[config.mk]
export PLATFORM = sky130hd
export DESIGN_NAME = asr_shadow_regs
export DESIGN_NICKNAME = d
export VERILOG_FILES = /design/src/asr_pkg.sv /design/src/asr_shadow_regs.sv
export SDC_FILE = /design/constraint.sdc
export NUM_CORES = 1
export LEC_CHECK = 0
export ABC_AREA = 1
export ABC_CLOCK_PERIOD_IN_PS = 1850
export BUFFER_PORTS_ARGS = -buffer_cell sky130_fd_sc_hd__buf_2
export CAP_MARGIN = 0
export CELL_PAD_IN_SITES_DETAIL_PLACEMENT = 1
export CELL_PAD_IN_SITES_GLOBAL_PLACEMENT = 1
export CORE_MARGIN = 2
export CORE_UTILIZATION = 36
export CTS_CLUSTER_DIAMETER = 40
export CTS_CLUSTER_SIZE = 12
export DETAILED_ROUTE_END_ITERATION = 10
export PLACE_DENSITY = 0.85
export SYNTH_ARGS = -nofsm -noshare
export SYNTH_HDL_FRONTEND = slang
export SYNTH_SLANG_ARGS = --single-unit
[constraint.sdc]
create_clock -name CLK -period 1.85 [get_ports CLK]
set_input_delay 0.2775 -clock CLK [delete_from_list [all_inputs] [get_ports CLK]]
set_output_delay 0.2775 -clock CLK [all_outputs]
set_load 0.03 [all_outputs]
[src/asr_pkg.sv]
// constants for the shadow register block
package asr_pkg;
    // register select codes on the host access port
    localparam logic [3:0] SEL_DATA = 4'h0;
    localparam logic [3:0] SEL_ERR_FEAT = 4'h1;
    localparam logic [3:0] SEL_COUNT = 4'h2;
    localparam logic [3:0] SEL_ADDR_LOW = 4'h3;
    localparam logic [3:0] SEL_ADDR_MID = 4'h4;
    localparam logic [3:0] SEL_ADDR_HIGH = 4'h5;
    localparam logic [3:0] SEL_DRIVE_HEAD = 4'h6;
    localparam logic [3:0] SEL_STATUS_CMD = 4'h7;
    localparam logic [3:0] SEL_CONTROL = 4'he;
    // device control fields
    localparam int CTL_READBACK_BIT = 7;
    localparam int CTL_SOFT_RESET_BIT = 2;
    localparam int CTL_IRQ_MASK_BIT = 1;
    // drive/head fields
    localparam int DH_LBA_MODE_BIT = 6;
    localparam int DH_DRIVE_SELECT_BIT = 4;
    // status fields
    localparam int ST_BUSY = 7;
    localparam int ST_READY = 6;
    localparam int ST_FAULT = 5;
    localparam int ST_SEEK_DONE = 4;
    localparam int ST_XFER_REQ = 3;
    localparam int ST_CORRECTED = 2;
    localparam int ST_INDEX = 1;
    localparam int ST_ERR = 0;
    // error fields
    localparam int ER_LINK_CRC = 7;
    localparam int ER_UNCORR = 6;
    localparam int ER_ZERO5 = 5;
    localparam int ER_ID_MISS = 4;
    localparam int ER_ZERO3 = 3;
    localparam int ER_ABORTED = 2;
    localparam int ER_TRACK0 = 1;
    localparam int ER_MARK_MISS = 0;
    // reset values
    localparam logic [7:0] RST_CONTROL = 8'h00;
    localparam logic [7:0] RST_DRIVE_HEAD = 8'ha0;
    localparam logic [7:0] RST_COUNT = 8'h01;
    localparam logic [7:0] RST_BYTE = 8'h00;
    // sector counts implied by a zero count
    localparam logic [16:0] ZERO_COUNT_28 = 17'h00100;
    localparam logic [16:0] ZERO_COUNT_48 = 17'h10000;
    // ready delay after reset
    localparam int READY_DELAY_NS = 400;
    localparam int CLK_PERIOD_NS = 4;
    localparam int READY_DELAY_CYC = (READY_DELAY_NS + CLK_PERIOD_NS - 1) / CLK_PERIOD_NS;
endpackage : asr_pkg

[src/asr_shadow_regs.sv]
// device-side shadow register block
// Function
// - command write starts execution one clock later
// - any command-block write clears high readback
// - soft reset bit holds device busy
// - interrupt only when unmasked and selected
// - mask set forces interrupt bit in frames
// - drive/head bit 6 selects block addressing
// - drive/head bit 4 selects the drive
// - completion rewrites address bits 24-27
// - aborted flag set on command abort
// - error bits 5,3 zero, bit 7 crc
// - completion rewrites address bits 16-23
// - mid byte keeps current and previous write
// - low byte keeps current and previous write
// - zero count means 256 or 65536
// - count reads zero on success, else remaining
// - status read acknowledges pending interrupt
// - while busy every read returns status
// - ready low until device accepts commands
// - fault flag set, cleared by status read when not busy
// - seek done semantics around seeks and errors
// - transfer request flag when data ready
`timescale 1ns/1ps
module asr_shadow_regs (
    input wire logic CLK,
    input wire logic SOFT_RESET_BIT,
    input wire logic CE,
    input wire logic [3:0] REG_SEL,
    input wire logic REG_WR,
    input wire logic REG_RD,
    input wire logic [7:0] REG_WDATA,
    output logic [7:0] REG_RDATA,
    output logic CMD_START,
    output logic [7:0] CMD_CODE,
    output logic [15:0] CMD_FEATURES,
    output logic [47:0] CMD_ADDR,
    output logic [16:0] CMD_COUNT,
    output logic CMD_LBA_MODE,
    output logic CMD_DRIVE_SEL,
    output logic SOFT_RESET,
    input wire logic DRIVE_ID,
    input wire logic DONE,
    input wire logic DONE_ERR,
    input wire logic [47:0] DONE_ADDR,
    input wire logic [15:0] DONE_REMAIN,
    input wire logic ABORT_EV,
    input wire logic CRC_EV,
    input wire logic UNC_EV,
    input wire logic IDNF_EV,
    input wire logic TK0_EV,
    input wire logic AMNF_EV,
    input wire logic FAULT_EV,
    input wire logic SEEK_START,
    input wire logic SEEK_DONE,
    input wire logic LOW_POWER,
    input wire logic XFER_READY,
    input wire logic XFER_DONE,
    input wire logic INDEX_PULSE,
    output logic INTRQ,
    output logic FRAME_IRQ_BIT
);
    logic [7:0] ctl_reg;
    logic [7:0] dh_reg;
    logic [7:0] cmd_reg;
    logic [7:0] feat_reg, feat_prev_reg;
    logic [7:0] cnt_reg, cnt_prev_reg;
    logic [7:0] lo_reg, lo_prev_reg;
    logic [7:0] mid_reg, mid_prev_reg;
    logic [7:0] hi_reg, hi_prev_reg;
    logic [7:0] err_reg;
    logic busy_reg, ready_reg, fault_reg, seek_reg, xfer_req_reg, errflag_reg;
    logic seek_hold_reg;
    logic pend_reg;
    logic start_reg;
    logic [15:0] rdy_cnt_reg;
    logic [7:0] status_w;
    logic [7:0] rdata_next;
    logic wr_ok;
    logic st_rd;
    logic drive_selected;

    function automatic logic is_cmd_block(input logic [3:0] sel);
        is_cmd_block = (sel != asr_pkg::SEL_CONTROL);
    endfunction : is_cmd_block

    // busy blocks writes other than device control
    assign wr_ok = CE && REG_WR && (!busy_reg || REG_SEL == asr_pkg::SEL_CONTROL);
    assign st_rd = CE && REG_RD && REG_SEL == asr_pkg::SEL_STATUS_CMD;
    // drive select decides ownership
    assign drive_selected = (dh_reg[asr_pkg::DH_DRIVE_SELECT_BIT] == DRIVE_ID);

    // device control and high readback
    always_ff @(posedge CLK) begin
        if (SOFT_RESET_BIT) begin
            ctl_reg <= asr_pkg::RST_CONTROL;
        end else if (CE) begin
            if (wr_ok && REG_SEL == asr_pkg::SEL_CONTROL) begin
                ctl_reg <= REG_WDATA & 8'h86;
            end else if (wr_ok && is_cmd_block(REG_SEL)) begin
                ctl_reg[asr_pkg::CTL_READBACK_BIT] <= 1'b0;
            end
        end
    end

    assign SOFT_RESET = ctl_reg[asr_pkg::CTL_SOFT_RESET_BIT];

    // address, count, feature shadows with previous content
    always_ff @(posedge CLK) begin
        if (SOFT_RESET_BIT || (CE && SOFT_RESET)) begin
            dh_reg <= asr_pkg::RST_DRIVE_HEAD;
            feat_reg <= asr_pkg::RST_BYTE;
            feat_prev_reg <= asr_pkg::RST_BYTE;
            cnt_reg <= asr_pkg::RST_COUNT;
            cnt_prev_reg <= asr_pkg::RST_BYTE;
            lo_reg <= asr_pkg::RST_COUNT;
            lo_prev_reg <= asr_pkg::RST_BYTE;
            mid_reg <= asr_pkg::RST_BYTE;
            mid_prev_reg <= asr_pkg::RST_BYTE;
            hi_reg <= asr_pkg::RST_BYTE;
            hi_prev_reg <= asr_pkg::RST_BYTE;
            cmd_reg <= asr_pkg::RST_BYTE;
        end else if (CE) begin
            if (DONE) begin
                dh_reg[3:0] <= DONE_ADDR[27:24];
                lo_reg <= DONE_ADDR[7:0];
                lo_prev_reg <= DONE_ADDR[31:24];
                mid_reg <= DONE_ADDR[15:8];
                mid_prev_reg <= DONE_ADDR[39:32];
                hi_reg <= DONE_ADDR[23:16];
                hi_prev_reg <= DONE_ADDR[47:40];
                // zero on success, remaining on failure
                cnt_reg <= DONE_ERR ? DONE_REMAIN[7:0] : 8'h00;
                cnt_prev_reg <= DONE_ERR ? DONE_REMAIN[15:8] : 8'h00;
            end else if (wr_ok) begin
                unique case (REG_SEL)
                    // mode and select take effect on write
                    asr_pkg::SEL_DRIVE_HEAD: dh_reg <= REG_WDATA;
                    asr_pkg::SEL_ERR_FEAT: begin
                        feat_prev_reg <= feat_reg;
                        feat_reg <= REG_WDATA;
                    end
                    asr_pkg::SEL_COUNT: begin
                        cnt_prev_reg <= cnt_reg;
                        cnt_reg <= REG_WDATA;
                    end
                    asr_pkg::SEL_ADDR_LOW: begin
                        lo_prev_reg <= lo_reg;
                        lo_reg <= REG_WDATA;
                    end
                    asr_pkg::SEL_ADDR_MID: begin
                        mid_prev_reg <= mid_reg;
                        mid_reg <= REG_WDATA;
                    end
                    asr_pkg::SEL_ADDR_HIGH: begin
                        hi_prev_reg <= hi_reg;
                        hi_reg <= REG_WDATA;
                    end
                    asr_pkg::SEL_STATUS_CMD: cmd_reg <= REG_WDATA;
                    default: ;
                endcase
            end
        end
    end

    always_ff @(posedge CLK) begin
        if (SOFT_RESET_BIT) begin
            start_reg <= 1'b0;
        end else if (CE) begin
            start_reg <= wr_ok && REG_SEL == asr_pkg::SEL_STATUS_CMD && !SOFT_RESET;
        end
    end
    assign CMD_START = start_reg;
    assign CMD_CODE = cmd_reg;
    assign CMD_FEATURES = {feat_prev_reg, feat_reg};
    assign CMD_ADDR = {hi_prev_reg, mid_prev_reg, lo_prev_reg, hi_reg, mid_reg, lo_reg};
    assign CMD_LBA_MODE = dh_reg[asr_pkg::DH_LBA_MODE_BIT];
    assign CMD_DRIVE_SEL = dh_reg[asr_pkg::DH_DRIVE_SELECT_BIT];

    // zero count expansion, 48-bit when high readback set
    always_comb begin
        if (ctl_reg[asr_pkg::CTL_READBACK_BIT] || {cnt_prev_reg, cnt_reg} != 16'h0000) begin
            if ({cnt_prev_reg, cnt_reg} == 16'h0000) begin
                CMD_COUNT = asr_pkg::ZERO_COUNT_48;
            end else begin
                CMD_COUNT = {1'b0, cnt_prev_reg, cnt_reg};
            end
        end else begin
            CMD_COUNT = asr_pkg::ZERO_COUNT_28;
        end
    end

    // error flags, cleared on a new command
    always_ff @(posedge CLK) begin
        if (SOFT_RESET_BIT || (CE && SOFT_RESET)) begin
            err_reg <= 8'h00;
        end else if (CE) begin
            // an event in the start cycle wins over the clear
            if (start_reg) begin
                err_reg <= 8'h00;
            end
            if (CRC_EV) err_reg[asr_pkg::ER_LINK_CRC] <= 1'b1;
            if (UNC_EV) err_reg[asr_pkg::ER_UNCORR] <= 1'b1;
            if (IDNF_EV) err_reg[asr_pkg::ER_ID_MISS] <= 1'b1;
            if (ABORT_EV) err_reg[asr_pkg::ER_ABORTED] <= 1'b1;
            if (TK0_EV) err_reg[asr_pkg::ER_TRACK0] <= 1'b1;
            if (AMNF_EV) err_reg[asr_pkg::ER_MARK_MISS] <= 1'b1;
        end
    end

    // busy, ready, error summary
    always_ff @(posedge CLK) begin
        if (SOFT_RESET_BIT) begin
            busy_reg <= 1'b1;
            ready_reg <= 1'b0;
            errflag_reg <= 1'b0;
            rdy_cnt_reg <= 16'h0000;
        end else if (CE) begin
            if (SOFT_RESET) begin
                busy_reg <= 1'b1;
                ready_reg <= 1'b0;
                rdy_cnt_reg <= 16'h0000;
            end else if (!ready_reg) begin
                if (rdy_cnt_reg == 16'(asr_pkg::READY_DELAY_CYC - 1)) begin
                    ready_reg <= 1'b1;
                    busy_reg <= 1'b0;
                end else begin
                    rdy_cnt_reg <= rdy_cnt_reg + 16'h0001;
                end
            end else if (start_reg) begin
                busy_reg <= 1'b1;
                errflag_reg <= 1'b0;
            end else if (DONE) begin
                busy_reg <= 1'b0;
                errflag_reg <= DONE_ERR;
            end else if (XFER_READY) begin
                busy_reg <= 1'b0;
            end
        end
    end

    always_ff @(posedge CLK) begin
        if (SOFT_RESET_BIT || (CE && SOFT_RESET)) begin
            xfer_req_reg <= 1'b0;
        end else if (CE) begin
            if (XFER_READY) begin
                xfer_req_reg <= 1'b1;
            end else if (XFER_DONE || DONE) begin
                xfer_req_reg <= 1'b0;
            end
        end
    end

    // fault set wins over status read clear
    always_ff @(posedge CLK) begin
        if (SOFT_RESET_BIT) begin
            fault_reg <= 1'b0;
        end else if (CE) begin
            if (FAULT_EV) begin
                fault_reg <= 1'b1;
            end else if (st_rd && !busy_reg) begin
                fault_reg <= 1'b0;
            end
        end
    end

    // seek done with hold after error
    always_ff @(posedge CLK) begin
        if (SOFT_RESET_BIT) begin
            seek_reg <= 1'b1;
            seek_hold_reg <= 1'b0;
        end else if (CE) begin
            if (LOW_POWER) begin
                seek_reg <= 1'b1;
                seek_hold_reg <= 1'b0;
            end else if (DONE && DONE_ERR) begin
                seek_hold_reg <= 1'b1;
            end else if (st_rd && seek_hold_reg) begin
                seek_hold_reg <= 1'b0;
            end else if (!seek_hold_reg) begin
                if (SEEK_START) begin
                    seek_reg <= 1'b0;
                end else if (SEEK_DONE) begin
                    seek_reg <= 1'b1;
                end
            end
        end
    end

    assign status_w = {busy_reg, ready_reg, fault_reg, seek_reg, xfer_req_reg, 1'b0, INDEX_PULSE, errflag_reg};

    always_ff @(posedge CLK) begin
        if (SOFT_RESET_BIT || (CE && SOFT_RESET)) begin
            pend_reg <= 1'b0;
        end else if (CE) begin
            if (DONE || XFER_READY) begin
                pend_reg <= 1'b1;
            end else if (st_rd) begin
                pend_reg <= 1'b0;
            end
        end
    end

    // interrupt gated by mask and selection
    assign INTRQ = pend_reg && !ctl_reg[asr_pkg::CTL_IRQ_MASK_BIT] && drive_selected;
    // frame interrupt bit forced while masked
    assign FRAME_IRQ_BIT = pend_reg || ctl_reg[asr_pkg::CTL_IRQ_MASK_BIT];

    // read mux
    always_comb begin
        rdata_next = 8'h00;
        if (busy_reg) begin
            rdata_next = status_w;
        end else begin
            unique case (REG_SEL)
                asr_pkg::SEL_ERR_FEAT: rdata_next = err_reg & 8'hd7;
                asr_pkg::SEL_COUNT: rdata_next = ctl_reg[asr_pkg::CTL_READBACK_BIT] ? cnt_prev_reg : cnt_reg;
                asr_pkg::SEL_ADDR_LOW: rdata_next = ctl_reg[asr_pkg::CTL_READBACK_BIT] ? lo_prev_reg : lo_reg;
                asr_pkg::SEL_ADDR_MID: rdata_next = ctl_reg[asr_pkg::CTL_READBACK_BIT] ? mid_prev_reg : mid_reg;
                asr_pkg::SEL_ADDR_HIGH: rdata_next = ctl_reg[asr_pkg::CTL_READBACK_BIT] ? hi_prev_reg : hi_reg;
                asr_pkg::SEL_DRIVE_HEAD: rdata_next = dh_reg & 8'h5f;
                asr_pkg::SEL_STATUS_CMD: rdata_next = status_w;
                asr_pkg::SEL_CONTROL: rdata_next = status_w;
                default: rdata_next = 8'h00;
            endcase
        end
    end

    always_ff @(posedge CLK) begin
        if (SOFT_RESET_BIT) begin
            REG_RDATA <= 8'h00;
        end else if (CE && REG_RD) begin
            REG_RDATA <= rdata_next;
        end
    end

    // a_cmd_start guards command launch
    a_cmd_start: assert property (@(posedge CLK) disable iff (SOFT_RESET_BIT)
        (CE && REG_WR && REG_SEL == asr_pkg::SEL_STATUS_CMD && !busy_reg && !SOFT_RESET) |=> CMD_START)
        else $error("command write did not start");
    a_hob_clear: assert property (@(posedge CLK) disable iff (SOFT_RESET_BIT)
        (wr_ok && REG_SEL != asr_pkg::SEL_CONTROL) |=> !ctl_reg[asr_pkg::CTL_READBACK_BIT])
        else $error("readback bit not cleared");
    a_soft_busy: assert property (@(posedge CLK) disable iff (SOFT_RESET_BIT)
        (CE && SOFT_RESET) |=> busy_reg)
        else $error("soft reset without busy");
    a_irq_gate: assert property (@(posedge CLK) disable iff (SOFT_RESET_BIT)
        INTRQ |-> (!ctl_reg[asr_pkg::CTL_IRQ_MASK_BIT] && CMD_DRIVE_SEL == DRIVE_ID))
        else $error("interrupt while masked or unselected");
    a_frame_irq: assert property (@(posedge CLK) disable iff (SOFT_RESET_BIT)
        ctl_reg[asr_pkg::CTL_IRQ_MASK_BIT] |-> FRAME_IRQ_BIT)
        else $error("frame interrupt bit not forced");
    a_count_ok: assert property (@(posedge CLK) disable iff (SOFT_RESET_BIT)
        (CE && DONE && !DONE_ERR && !SOFT_RESET) |=> (cnt_reg == 8'h00 && cnt_prev_reg == 8'h00))
        else $error("count not zero after success");
    a_irq_ack: assert property (@(posedge CLK) disable iff (SOFT_RESET_BIT)
        (st_rd && !DONE && !XFER_READY) |=> !pend_reg)
        else $error("status read did not acknowledge");
    a_busy_read: assert property (@(posedge CLK) disable iff (SOFT_RESET_BIT)
        (CE && REG_RD && busy_reg) |=> REG_RDATA == $past(status_w))
        else $error("busy read not status");
    a_ready_low: assert property (@(posedge CLK) disable iff (SOFT_RESET_BIT)
        $rose(ready_reg) |-> $past(rdy_cnt_reg) == 16'(asr_pkg::READY_DELAY_CYC - 1))
        else $error("ready raised early");
    a_fault_set: assert property (@(posedge CLK) disable iff (SOFT_RESET_BIT)
        (CE && FAULT_EV) |=> fault_reg)
        else $error("fault lost");
    c_cmd: cover property (@(posedge CLK) CMD_START ##[1:50] DONE);
    c_irq: cover property (@(posedge CLK) INTRQ ##[1:20] st_rd);
    c_soft: cover property (@(posedge CLK) $fell(SOFT_RESET) ##[1:200] ready_reg);
endmodule : asr_shadow_regs

==> results of run 1 <==
==> worst max-delay path, cell delays in order (launching register included) <==
cell and delay, ps:
dfxtp_1 330, nor4_1 420, nand3_2 200, nor2_4 160, a21oi_4 50, buf_6 140
==> metal layers <==
metal / GRT usage / wire, um / up-vias
met1: 0.343 / 12800 / 4122
met4: 0.122 / 1070 / 0
met3: 0.0509 / 1530 / 81
li1: - / - / 4069
met2: 0.464 / 14100 / 276
met5: 0 / 0 / -
==> stage by stage <==
step                      std cells  worst slack [ps]  utilization
final                          1610              -168        0.479
after global routing           1610              -249        0.479
after CTS                      1605              -113        0.477
after detailed placement       1567               179        0.437
after global placement         1567               259        0.437
after floorplan                1136              43.5            -
==> cell type report <==
type / count / area [um^2]
Clock inverter: 12 / 249
Clock buffer: 19 / 433
Inverter: 104 / 390
Sequential cell: 136 / 2740
Antenna cell: 3 / 7.51
Timing Repair Buffer: 248 / 1440
Fill cell: 2671 / 10200
Multi-Input combinational cell: 823 / 3770
Tap cell: 265 / 332
==> how the worst max path moves through the flow <==
| stage | endpoint | slack, ps | cells after the start |
|---|---|---|---|
| floorplan | CMD_COUNT[8] | 40 | 5 |
| global placement | hi_reg[4] | 260 | 11 |
| detailed placement | rdy_cnt_reg[2] | 180 | 9 |
| CTS | CMD_COUNT[8] | -110 | 7 |
| global route | CMD_COUNT[8] | -250 | 5 |
| finish | CMD_COUNT[8] | -170 | 5 |
==> cell usage in the layout (no fill, tap or decap), types with 3 or more instances in the layout <==
cell type  Yosys  routed
buf_4          0      47
diode_2        0       3
a211oi_1       3       3
nand2_1      322     322
o211ai_1       3       3
buf_2         19     195
nand2_4        2       3
buf_12         0       5
o21ai_0       93      93
nor2_1        95      94
dfxtp_2        0       7
clkbuf_16      0      17
bufinv_16      0       7
nand4_1        9       9
nand3_1       78      77
clkinv_4       0       3
nor2_2         6       5
inv_2          6      14
dfxtp_1      136     128
nand2_2        4       3
inv_1         98      90
xor2_1         5       5
o21ai_1       37      37
a21oi_1      151     150
==> repair_timing <==
item,in CTS,in global routing
hold buffers,0,0
pin swaps,4,5
setup buffers,7,2
endpoints found under the setup margin,2,5
gates resized for setup,16,12
==> power groups by stage <==
stage / Clock, mW / Combinational [mW] / Sequential (mW)
after floorplan: 0 / 0.573 / 3.29
after global placement: 0 / 1.10 / 3.19
after detailed placement: 0 / 1.13 / 3.19
after CTS: 4.05 / 1.17 / 3.13
after global routing: 4.17 / 1.29 / 3.15
final: 4.02 / 1.19 / 3.14
==> logic make-up after synthesis <==
family / after synthesis / share of synthesized area
and+or+nand+nor: 523 / 0.301
adders and majority gates: 1 / 0.00175
DFF: 136 / 0.380
AOI/OAI and AO/OA: 294 / 0.211
buffers and inverters: 177 / 0.100
xor gates and xnor gates: 5 / 0.00611
==> results.tsv, run 1 <==
stage	metric	value	unit
status	status	finished with violations	
status	violations	negative setup slack	
global_routing	track_usage	0.275	
timing	hold_viol_final	0	
synth	synth_top_area_share	0.380	
pwr	leakagePower	4.37	nW
timing	tightest_slew	424	ps
clocking	cts_sinks	136	
synth	syn_area	7170	um^2
pwr	seq_power_share	0.376	
synth	async_flop_share	0	
synth	yosys-top-cells-area	dfxtp_1 38%, nand2_1 17%, a21oi_1 11%	
critical_path	r2r_cells	8	
die	num_io_pins	200	
synth	avgSynthCellArea	6.31	um^2
min_path	worstHoldStart	AMNF_EV	
pwr	swShare	0.271	
clocking	path_clk_slew	70	ps
critical_path	worstReg2RegStart	rdy_cnt_reg[4]	
pwr	intPower	6.09	mW
critical_path	critPathLaunch	cnt_prev_reg[3]	
placement	dpl-instance-area	8540	um^2
synth	syn-num-nets	1234	
pwr	clkPwrFrac	0.481	
critical_path	r2r_end	rdy_cnt_reg[15]	
timing	fin_crit_sh	1.09	
critical_path	start_kind	flip-flop	
placement	port_buffers	199	
global_routing	gr-total-overflow	0	
synth	yosysMostFrequentCell	nand2_1	
die	start_util	0.367	
detailed_routing	via_count	8548	
cells_and_area	largest_reg_flops	16	
critical_path	critPathArrivalTime	1740	ps
detailed_routing	antenna_left	0	
timing	setup_ws	-168	ps
synth	yosys_warnings	0	
synth	yosysSeqAreaShare	0.380	
die	die_h	145	um
clocking	numCtsBuffers	17	
synth	ys_ff_latch	136	
clocking	clk_latency	440	ps
global_routing	grt_max_degree	71	
pwr	pwr-share-comb	0.143	
timing	max_clock_freq	0.496	GHz
critical_path	cp.required	1570	ps
critical_path	critPathMaxFanout	3	
detailed_routing	drt_iter0_drc	560	
timing	slew_viol_final	0	
die	rows	51	
cells_and_area	nNetsFinal	1428	
critical_path	critical_path_class	flip-flop to primary output	
cells_and_area	area_growth	30.6	%
cells_and_area	drive_gt1_frac	0.240	
critical_path	reg2reg_slack	130	ps
detailed_routing	firstDrtPassIters	5	
min_path	whs_endpoint	err_reg[0]	
detailed_routing	routed_wl	29.6	mm
min_path	hold_class	input pin to flip-flop	
clocking	clock_path_buffers	2	
detailed_routing	drc	0	
clocking	cts_tree	built	
synth	postSynthCellCount	1136	
timing	slew_headroom	0.714	
timing	worst_hold_slack	101	ps
global_routing	grt_pass1_wl	46.3	mm
synth	yosys.area.top_type	dfxtp_1	
flow_run	drv_cap	0	
timing	finClkSkew	14.3	ps
timing	tns	-330	ps
clocking	htree_levels	4	
timing	rsz0062_at_grt	true	
synth	ys.flop_type	dfxtp_1	
detailed_routing	viasPerCell	5.31	
die	core_area	19500	um^2
die	die_area	21000	um^2
timing	setup_viol	2	
pwr	p_sw	2.26	mW
pwr	powerDensity	892	nW/um^2
pwr	finalPower	8.35	mW
clocking	cts-root-buf	clkbuf_16	
global_routing	grt_pass1_vias	8663	
placement	place.gp.congestion	0.864	
die	chipWidth	145	um
pwr	ir_worst_vdd	0.000461	V
min_path	worstHoldPathCells	3	
cells_and_area	stdcell_area	9360	um^2
critical_path	setup.worst_path.end_class	primary output	
synth	yosysUniqueCellTypes	31	
synth	synth_commonest_cells	322 x nand2_1, 151 x a21oi_1, 136 x dfxtp_1	
timing	fin_crit	2020	ps
detailed_routing	route.detailed.wl_per_inst	18.4	um
global_routing	antenna_found_initial	3	
placement	post-dp-hpwl	21.3	mm
synth	synth_edf_count	0	
(Power assumes the default switching activity.)
==> run 2: changes to the inputs <==
Settings changed: CORE_MARGIN 2 to unset, SETUP_SLACK_MARGIN set to 0.02.
==> run 2 against run 1 <==
  * The run still ends with negative setup slack left
  * Register-to-register slack improved by 30 ps
  * Global-route usage rose by 1.0 points
  * Die area fell by 2.7%
  * Largest cell class unchanged
  * Highest routed layer unchanged
==> results.tsv, run 2 (synthesis gave the netlist of run 1 again) <==
stage	metric	value	unit	change
status	status	finished with violations		
status	violations	negative setup slack		
min_path	worstHoldStart	ABORT_EV		
global_routing	antenna_found_initial	3		unchanged
global_routing	grt_pass1_vias	8363		-3.5%
cells_and_area	final_common_cell	nand2_1		
detailed_routing	firstDrtPassIters	6		+1
critical_path	worstReg2RegStart	rdy_cnt_reg[2]		
detailed_routing	drc	0		unchanged
placement	dp_slack	64.8	ps	-115 ps
critical_path	critPathMaxFanout	2		-1
placement	post-dp-hpwl	21.2	mm	-0.76%
timing	slew_viol_final	0		unchanged
detailed_routing	drt_iter0_drc	512		-8.6%
critical_path	path_depth	7		+2
critical_path	critical_path_class	flip-flop to primary output		
cells_and_area	multi_input_area	3780	um^2	+0.30%
critical_path	start_kind	flip-flop		
critical_path	setup.worst_path.end_class	primary output		
detailed_routing	via_count	8536		-0.14%
timing	slew_headroom	0.668		-0.0461
global_routing	grt_pass1_wl	44.5	mm	-4.0%
die	start_util	0.368		+0.00120
global_routing	gr-total-overflow	0		unchanged
placement	placedCellCount	1566		-0.064%
die	chipWidth	143	um	-1.4%
timing	worst_hold_slack	104	ps	+2.42 ps
critical_path	worstPathCellList	inv_2, nand4_1, nor3_2, nand3_2, nor2_4, a21oi_2, buf_6		
global_routing	track_usage	0.286		+0.0103
die	rows	51		unchanged
clocking	cts_tree	built		
clocking	path_clk_slew	60	ps	about the same
die	core_area	19500	um^2	-0.33%
cells_and_area	stdcell_area	9320	um^2	-0.41%
clocking	clk_latency	430	ps	about the same
pwr	leakagePower	4.33	nW	-0.85%
timing	tightest_slew	493	ps	+68.4 ps
global_routing	grt_max_degree	70		-1.4%
pwr	finalPower	7.79	mW	-6.7%
min_path	worstHoldPathCells	3		unchanged
timing	setup_viol	2		unchanged
timing	setup_ws	-57.1	ps	+111 ps
placement	dpl-instance-area	8570	um^2	+0.35%
pwr	ir_worst_vdd	0.000579	V	+25%
flow_run	drv_cap	0		unchanged
clocking	cts-root-buf	clkbuf_16		
cells_and_area	layout_common_cells	322 x nand2_1, 196 x buf_2, 150 x a21oi_1		
cells_and_area	nNetsFinal	1427		-0.070%
critical_path	reg2reg_slack	160	ps	+30 ps
critical_path	r2r_cells	8		unchanged
die	num_io_pins	200		unchanged
timing	max_clock_freq	0.524	GHz	+5.8%
timing	fin_crit_sh	1.03		-0.0600
critical_path	path_delay_family	simple AND/OR/NAND/NOR gates		
min_path	hold_class	input pin to flip-flop		
placement	place.gp.congestion	0.893		+3.3%
critical_path	critPathArrivalTime	1630	ps	-110 ps
critical_path	slowest_stage	dfxtp_4		
cells_and_area	largest_reg_flops	16		unchanged
placement	port_buffers	199		unchanged
cells_and_area	fill_cells	2625		-1.7%
die	die_area	20500	um^2	-2.7%
detailed_routing	routed_wl	29.2	mm	-1.3%
critical_path	max_stage_delay	350	ps	-70 ps
timing	fin_crit	1910	ps	-111 ps
detailed_routing	antenna_left	0		unchanged
timing	tns	-65.4	ps	+265 ps
cells_and_area	final_cells	1611		+0.062%
cells_and_area	area_growth	30.0	%	
timing	hold_viol_final	0		unchanged
critical_path	critPathLaunch	cnt_reg[2]		
cells_and_area	utilization	0.479		about the same
timing	finClkSkew	6.23	ps	-8.06 ps
clocking	cts_sinks	136		unchanged
clocking	holdBufCountCts	0		unchanged
cells_and_area	drive_gt1_frac	0.242		+0.00242
die	die_h	143	um	-1.4%
clocking	numCtsBuffers	17		unchanged
clocking	clock_path_buffers	2		unchanged
critical_path	cp.required	1570	ps	about the same
detailed_routing	viasPerCell	5.30		-0.20%
cells_and_area	regArea	2740	um^2	about the same
timing	rsz0062_at_grt	true		
clocking	htree_levels	4		unchanged
detailed_routing	route.detailed.wl_per_inst	18.1	um	-1.4%
critical_path	crit_buf_inv	2		+1
pwr	powerDensity	836	nW/um^2	-6.3%
run 2: repair_timing:
item,in CTS,in global routing
hold endpoints to repair,0,0
gates resized for setup,21,11
setup endpoints to repair,2,16
pin swaps,4,4
cloned,0,0
setup buffers,4,5
run 2: area by class of cell:
cell class	count	share of cell area
Timing Repair Buffer	247	0.158
Tap cell	265	0.0356
Clock inverter	11	0.0133
Clock buffer	20	0.0501
Antenna cell	5	0.00134
Sequential cell	136	0.294
Inverter	104	0.0422
Multi-Input combinational cell	823	0.406
run 2: path summary, 6_finish.rpt:
| kind | to |
|---|---|
| worst max-delay path | CMD_COUNT[8] |
| worst min register to register | feat_prev_reg[5] |
| worst max register to register | rdy_cnt_reg[13] |
| worst min-delay path | err_reg[2] |
run 2: report_power, final:
| part | total (mW) | switching [mW] | internal [mW] |
|---|---|---|---|
| registers | 3.14 | 0.0957 | 3.05 |
| logic | 1.21 | 0.814 | 0.393 |
| clock network | 3.44 | 1.36 | 2.08 |
run 2: layer usage:
metal,GRT usage,vias to the layer above,wire length (um)
met4,0.133,0,1060
met2,0.468,278,14000
met1,0.363,4114,12600
met5,0,-,0
li1,-,4076,-
met3,0.0510,68,1530
run 2: worst min-delay path: stages:
cell and delay (ps):
buf_2 100, nand2_1 50, a21oi_1 60
==> run 3: changes to the inputs <==
Settings changed: ABC_AREA 1 to unset, CORE_UTILIZATION 36 to 38, PLACE_DENSITY 0.85 to 0.84, RECOVER_POWER set to 25.
==> run 3 against run 2 <==
  * Sequential share of layout area increased by 0.53 points
  * Largest power group unchanged
  * Register-to-register slack got worse by 140 ps
  * Final cell count decreased by 24%
  * The flow still finishes with violations (negative setup slack)
  * Count of clock-buffer cells in the layout increased by 1
  * Critical endpoint unchanged
  * Non-clock buffer count increased by 23
==> results.tsv, run 3 <==
stage	metric	value	unit	change
global_routing	track_usage	0.298		+0.0124
global_routing	gr-total-overflow	0		unchanged
timing	setup_viol	2		unchanged
timing	setup_ws	-129	ps	-71.4 ps
detailed_routing	firstDrtPassIters	5		-1
synth	async_flop_share	0		unchanged
cells_and_area	final_common_cell	buf_2		
critical_path	r2r_end	REG_RDATA[0]		
clocking	numCtsBuffers	17		unchanged
synth	synth_edf_count	0		unchanged
synth	avgSynthCellArea	8.73	um^2	+38%
synth	ys_ff_latch	136		unchanged
synth	ys.flop_type	dfxtp_1		
pwr	powerDensity	919	nW/um^2	+9.9%
status	status	finished with violations		
placement	port_buffers	199		unchanged
min_path	worstHoldStart	LOW_POWER		
clocking	cts_tree	built		
min_path	hold_class	input pin to flip-flop		
die	die_h	136	um	-5.3%
synth	yosys_warnings	0		unchanged
critical_path	setup.worst_path.end_class	primary output		
critical_path	critical_path_class	flip-flop to primary output		
global_routing	antenna_found_initial	6		+3
clocking	cts-root-buf	clkbuf_16		
detailed_routing	viasPerCell	5.65		+6.7%
critical_path	r2r_cells	6		-2
synth	postSynthCellCount	776		-32%
clocking	path_clk_slew	70	ps	about the same
synth	syn-num-nets	874		-29%
critical_path	cp.required	1570	ps	about the same
clocking	cts_sinks	136		unchanged
die	start_util	0.390		+0.0220
critical_path	slowest_stage	dfxtp_4		
flow_run	drv_cap	0		unchanged
die	core_area	17400	um^2	-11%
pwr	ir_worst_vdd	0.000506	V	-13%
timing	slew_headroom	0.675		+0.00740
timing	slew_viol_final	0		unchanged
timing	fin_crit_sh	1.07		+0.0386
synth	synth_top_area_share	0.402		+0.0220
critical_path	worstPathCellList	nor4_4, nand4_1, o21bai_1, buf_4		
timing	hold_viol_final	0		unchanged
detailed_routing	via_count	6964		-18%
timing	tightest_slew	480	ps	-12.4 ps
die	die_area	18400	um^2	-10%
synth	yosysMostFrequentCell	nor2_1		
detailed_routing	drt_iter0_drc	471		-8.0%
cells_and_area	largest_reg_flops	16		unchanged
placement	place.gp.congestion	0.878		-1.7%
clocking	htree_levels	4		unchanged
placement	dp_slack	-292	ps	-357 ps
timing	tns	-228	ps	-163 ps
synth	syn_area	6770	um^2	-5.5%
critical_path	start_kind	flip-flop		
global_routing	grt_pass1_wl	40.7	mm	-8.4%
synth	yosysSeqAreaShare	0.402		+0.0220
critical_path	max_stage_delay	350	ps	about the same
die	chipWidth	136	um	-5.3%
cells_and_area	layout_common_cells	171 x buf_2, 138 x nor2_1, 119 x dfxtp_1		
detailed_routing	route.detailed.wl_per_inst	22.3	um	+23%
min_path	worstHoldPathCells	2		-1
die	rows	48		-5.9%
timing	rsz0062_at_grt	true		
critical_path	worstReg2RegStart	cnt_prev_reg[0]		
placement	post-dp-hpwl	19.2	mm	-9.1%
timing	max_clock_freq	0.505	GHz	-3.6%
detailed_routing	antenna_left	0		unchanged
die	num_io_pins	200		unchanged
clocking	clock_path_buffers	2		unchanged
synth	yosysUniqueCellTypes	66		+110%
timing	fin_crit	1980	ps	+71.4 ps
global_routing	grt_max_degree	53		-24%
global_routing	grt_pass1_vias	7109		-15%
cells_and_area	area_growth	35.8	%	
critical_path	critPathArrivalTime	1700	ps	+70 ps
timing	finClkSkew	12.4	ps	+6.17 ps
status	violations	negative setup slack		
critical_path	reg2reg_slack	20	ps	-140 ps
synth	yosys-top-cells-area	dfxtp_1 40%, mux2i_1 11%, nor2_1 7.6%		
detailed_routing	drc	0		unchanged
synth	yosys.area.top_type	dfxtp_1		
clocking	clk_latency	440	ps	about the same
detailed_routing	routed_wl	27.5	mm	-5.8%
min_path	whs_endpoint	seek_hold_reg		
cells_and_area	nNetsFinal	1085		-24%
cells_and_area	drive_gt1_frac	0.339		+0.0966
critical_path	critPathMaxFanout	2		unchanged
pwr	leakagePower	3.67	nW	-15%
synth	synth_commonest_cells	138 x nor2_1, 136 x dfxtp_1, 75 x mux2i_1		
==> run 3: cell count changes after synthesis, sizes merged, moves of 7 or more <==
cell / change
and3: +9
nand3: -65
o22ai: +12
a21oi: -89
a22oi: +9
a211oi: +68
nor2b: +21
nand2: -309
o21ai: -120
nand2b: +7
mux2i: +75
inv: -98
nor2: +40
==> run 3: cells by family after synthesis <==
| kind of cell | count (synthesis) | share of synthesized area |
|---|---|---|
| fa+ha+maj | 1 | 0.00185 |
| mux | 77 | 0.114 |
| simple gates | 261 | 0.195 |
| compound gates | 203 | 0.213 |
| buf+inv | 84 | 0.0558 |
| flops | 136 | 0.402 |
| xor+xnor | 14 | 0.0181 |
==> run 3: routing by layer <==
metal  global-route usage  vias up  share of wire
met5                    0        -        0.00047
met4                0.141        2          0.033
met3               0.0703       55          0.060
met2                0.497      250           0.49
met1                0.361     3416           0.41
li1                     -     3241              -
==> run 3: where the power goes <==
part / internal, mW / total (mW) / switching, mW / leakage (nW)
combinational: 0.472 / 1.25 / 0.776 / 2.22
sequential: 3.06 / 3.21 / 0.150 / 1.12
clock: 2.64 / 3.99 / 1.35 / 0.330
total: 6.17 / 8.45 / 2.28 / 3.67
==> run 3: worst max-delay path, delay by kind of cell, from the launching register on <==
kind | cells | cell delay, ps
DFF | 1 | 350
AOI/OAI and AO/OA | 1 | 220
buffers and inverters | 1 | 200
and+or+nand+nor | 2 | 500
==> run 3: worst max-delay path by stage <==
stage	from	slack (ps)	endpoint	cells past startpoint
after floorplan	ctl_reg[2]	50	lo_prev_reg[3]	7
after global placement	REG_SEL[1]	-230	REG_RDATA[5]	5
after detailed placement	REG_SEL[1]	-290	REG_RDATA[5]	5
after CTS	cnt_reg[2]	-90	CMD_COUNT[8]	4
after global routing	cnt_prev_reg[5]	-160	CMD_COUNT[8]	4
final	cnt_reg[2]	-130	CMD_COUNT[8]	4
==> run 3: stage by stage <==
step                      cells  hold slack (ps)  utilization  power [mW]  area (um^2)
after CTS                  1223             65.4        0.524        8.44         9090
after global routing       1231             78.0        0.530        8.72         9190
after global placement     1189              468        0.479        4.41         8310
after detailed placement   1189              486        0.479        4.44         8310
final                      1232             74.4        0.530        8.45         9200
after floorplan             776              393            -        3.94         6770
==> run 3: final cells by class <==
type / instances / area [um^2]
diodes: 7 / 17.5
clock inverters: 11 / 218
repair buffers: 270 / 1610
multi-input cells: 556 / 3830
clock buffers: 21 / 470
flip-flops and latches: 136 / 2750
well taps: 225 / 282
inverters: 6 / 22.5
fillers: 2061 / 8160
==> run 3: repair_timing <==
action,4_1_cts,5_1_grt
hold buffers,0,0
hold endpoints to repair,0,0
resized for setup,28,21
buffers inserted,2,2
pin swaps,7,6
endpoints found under the setup margin,14,27
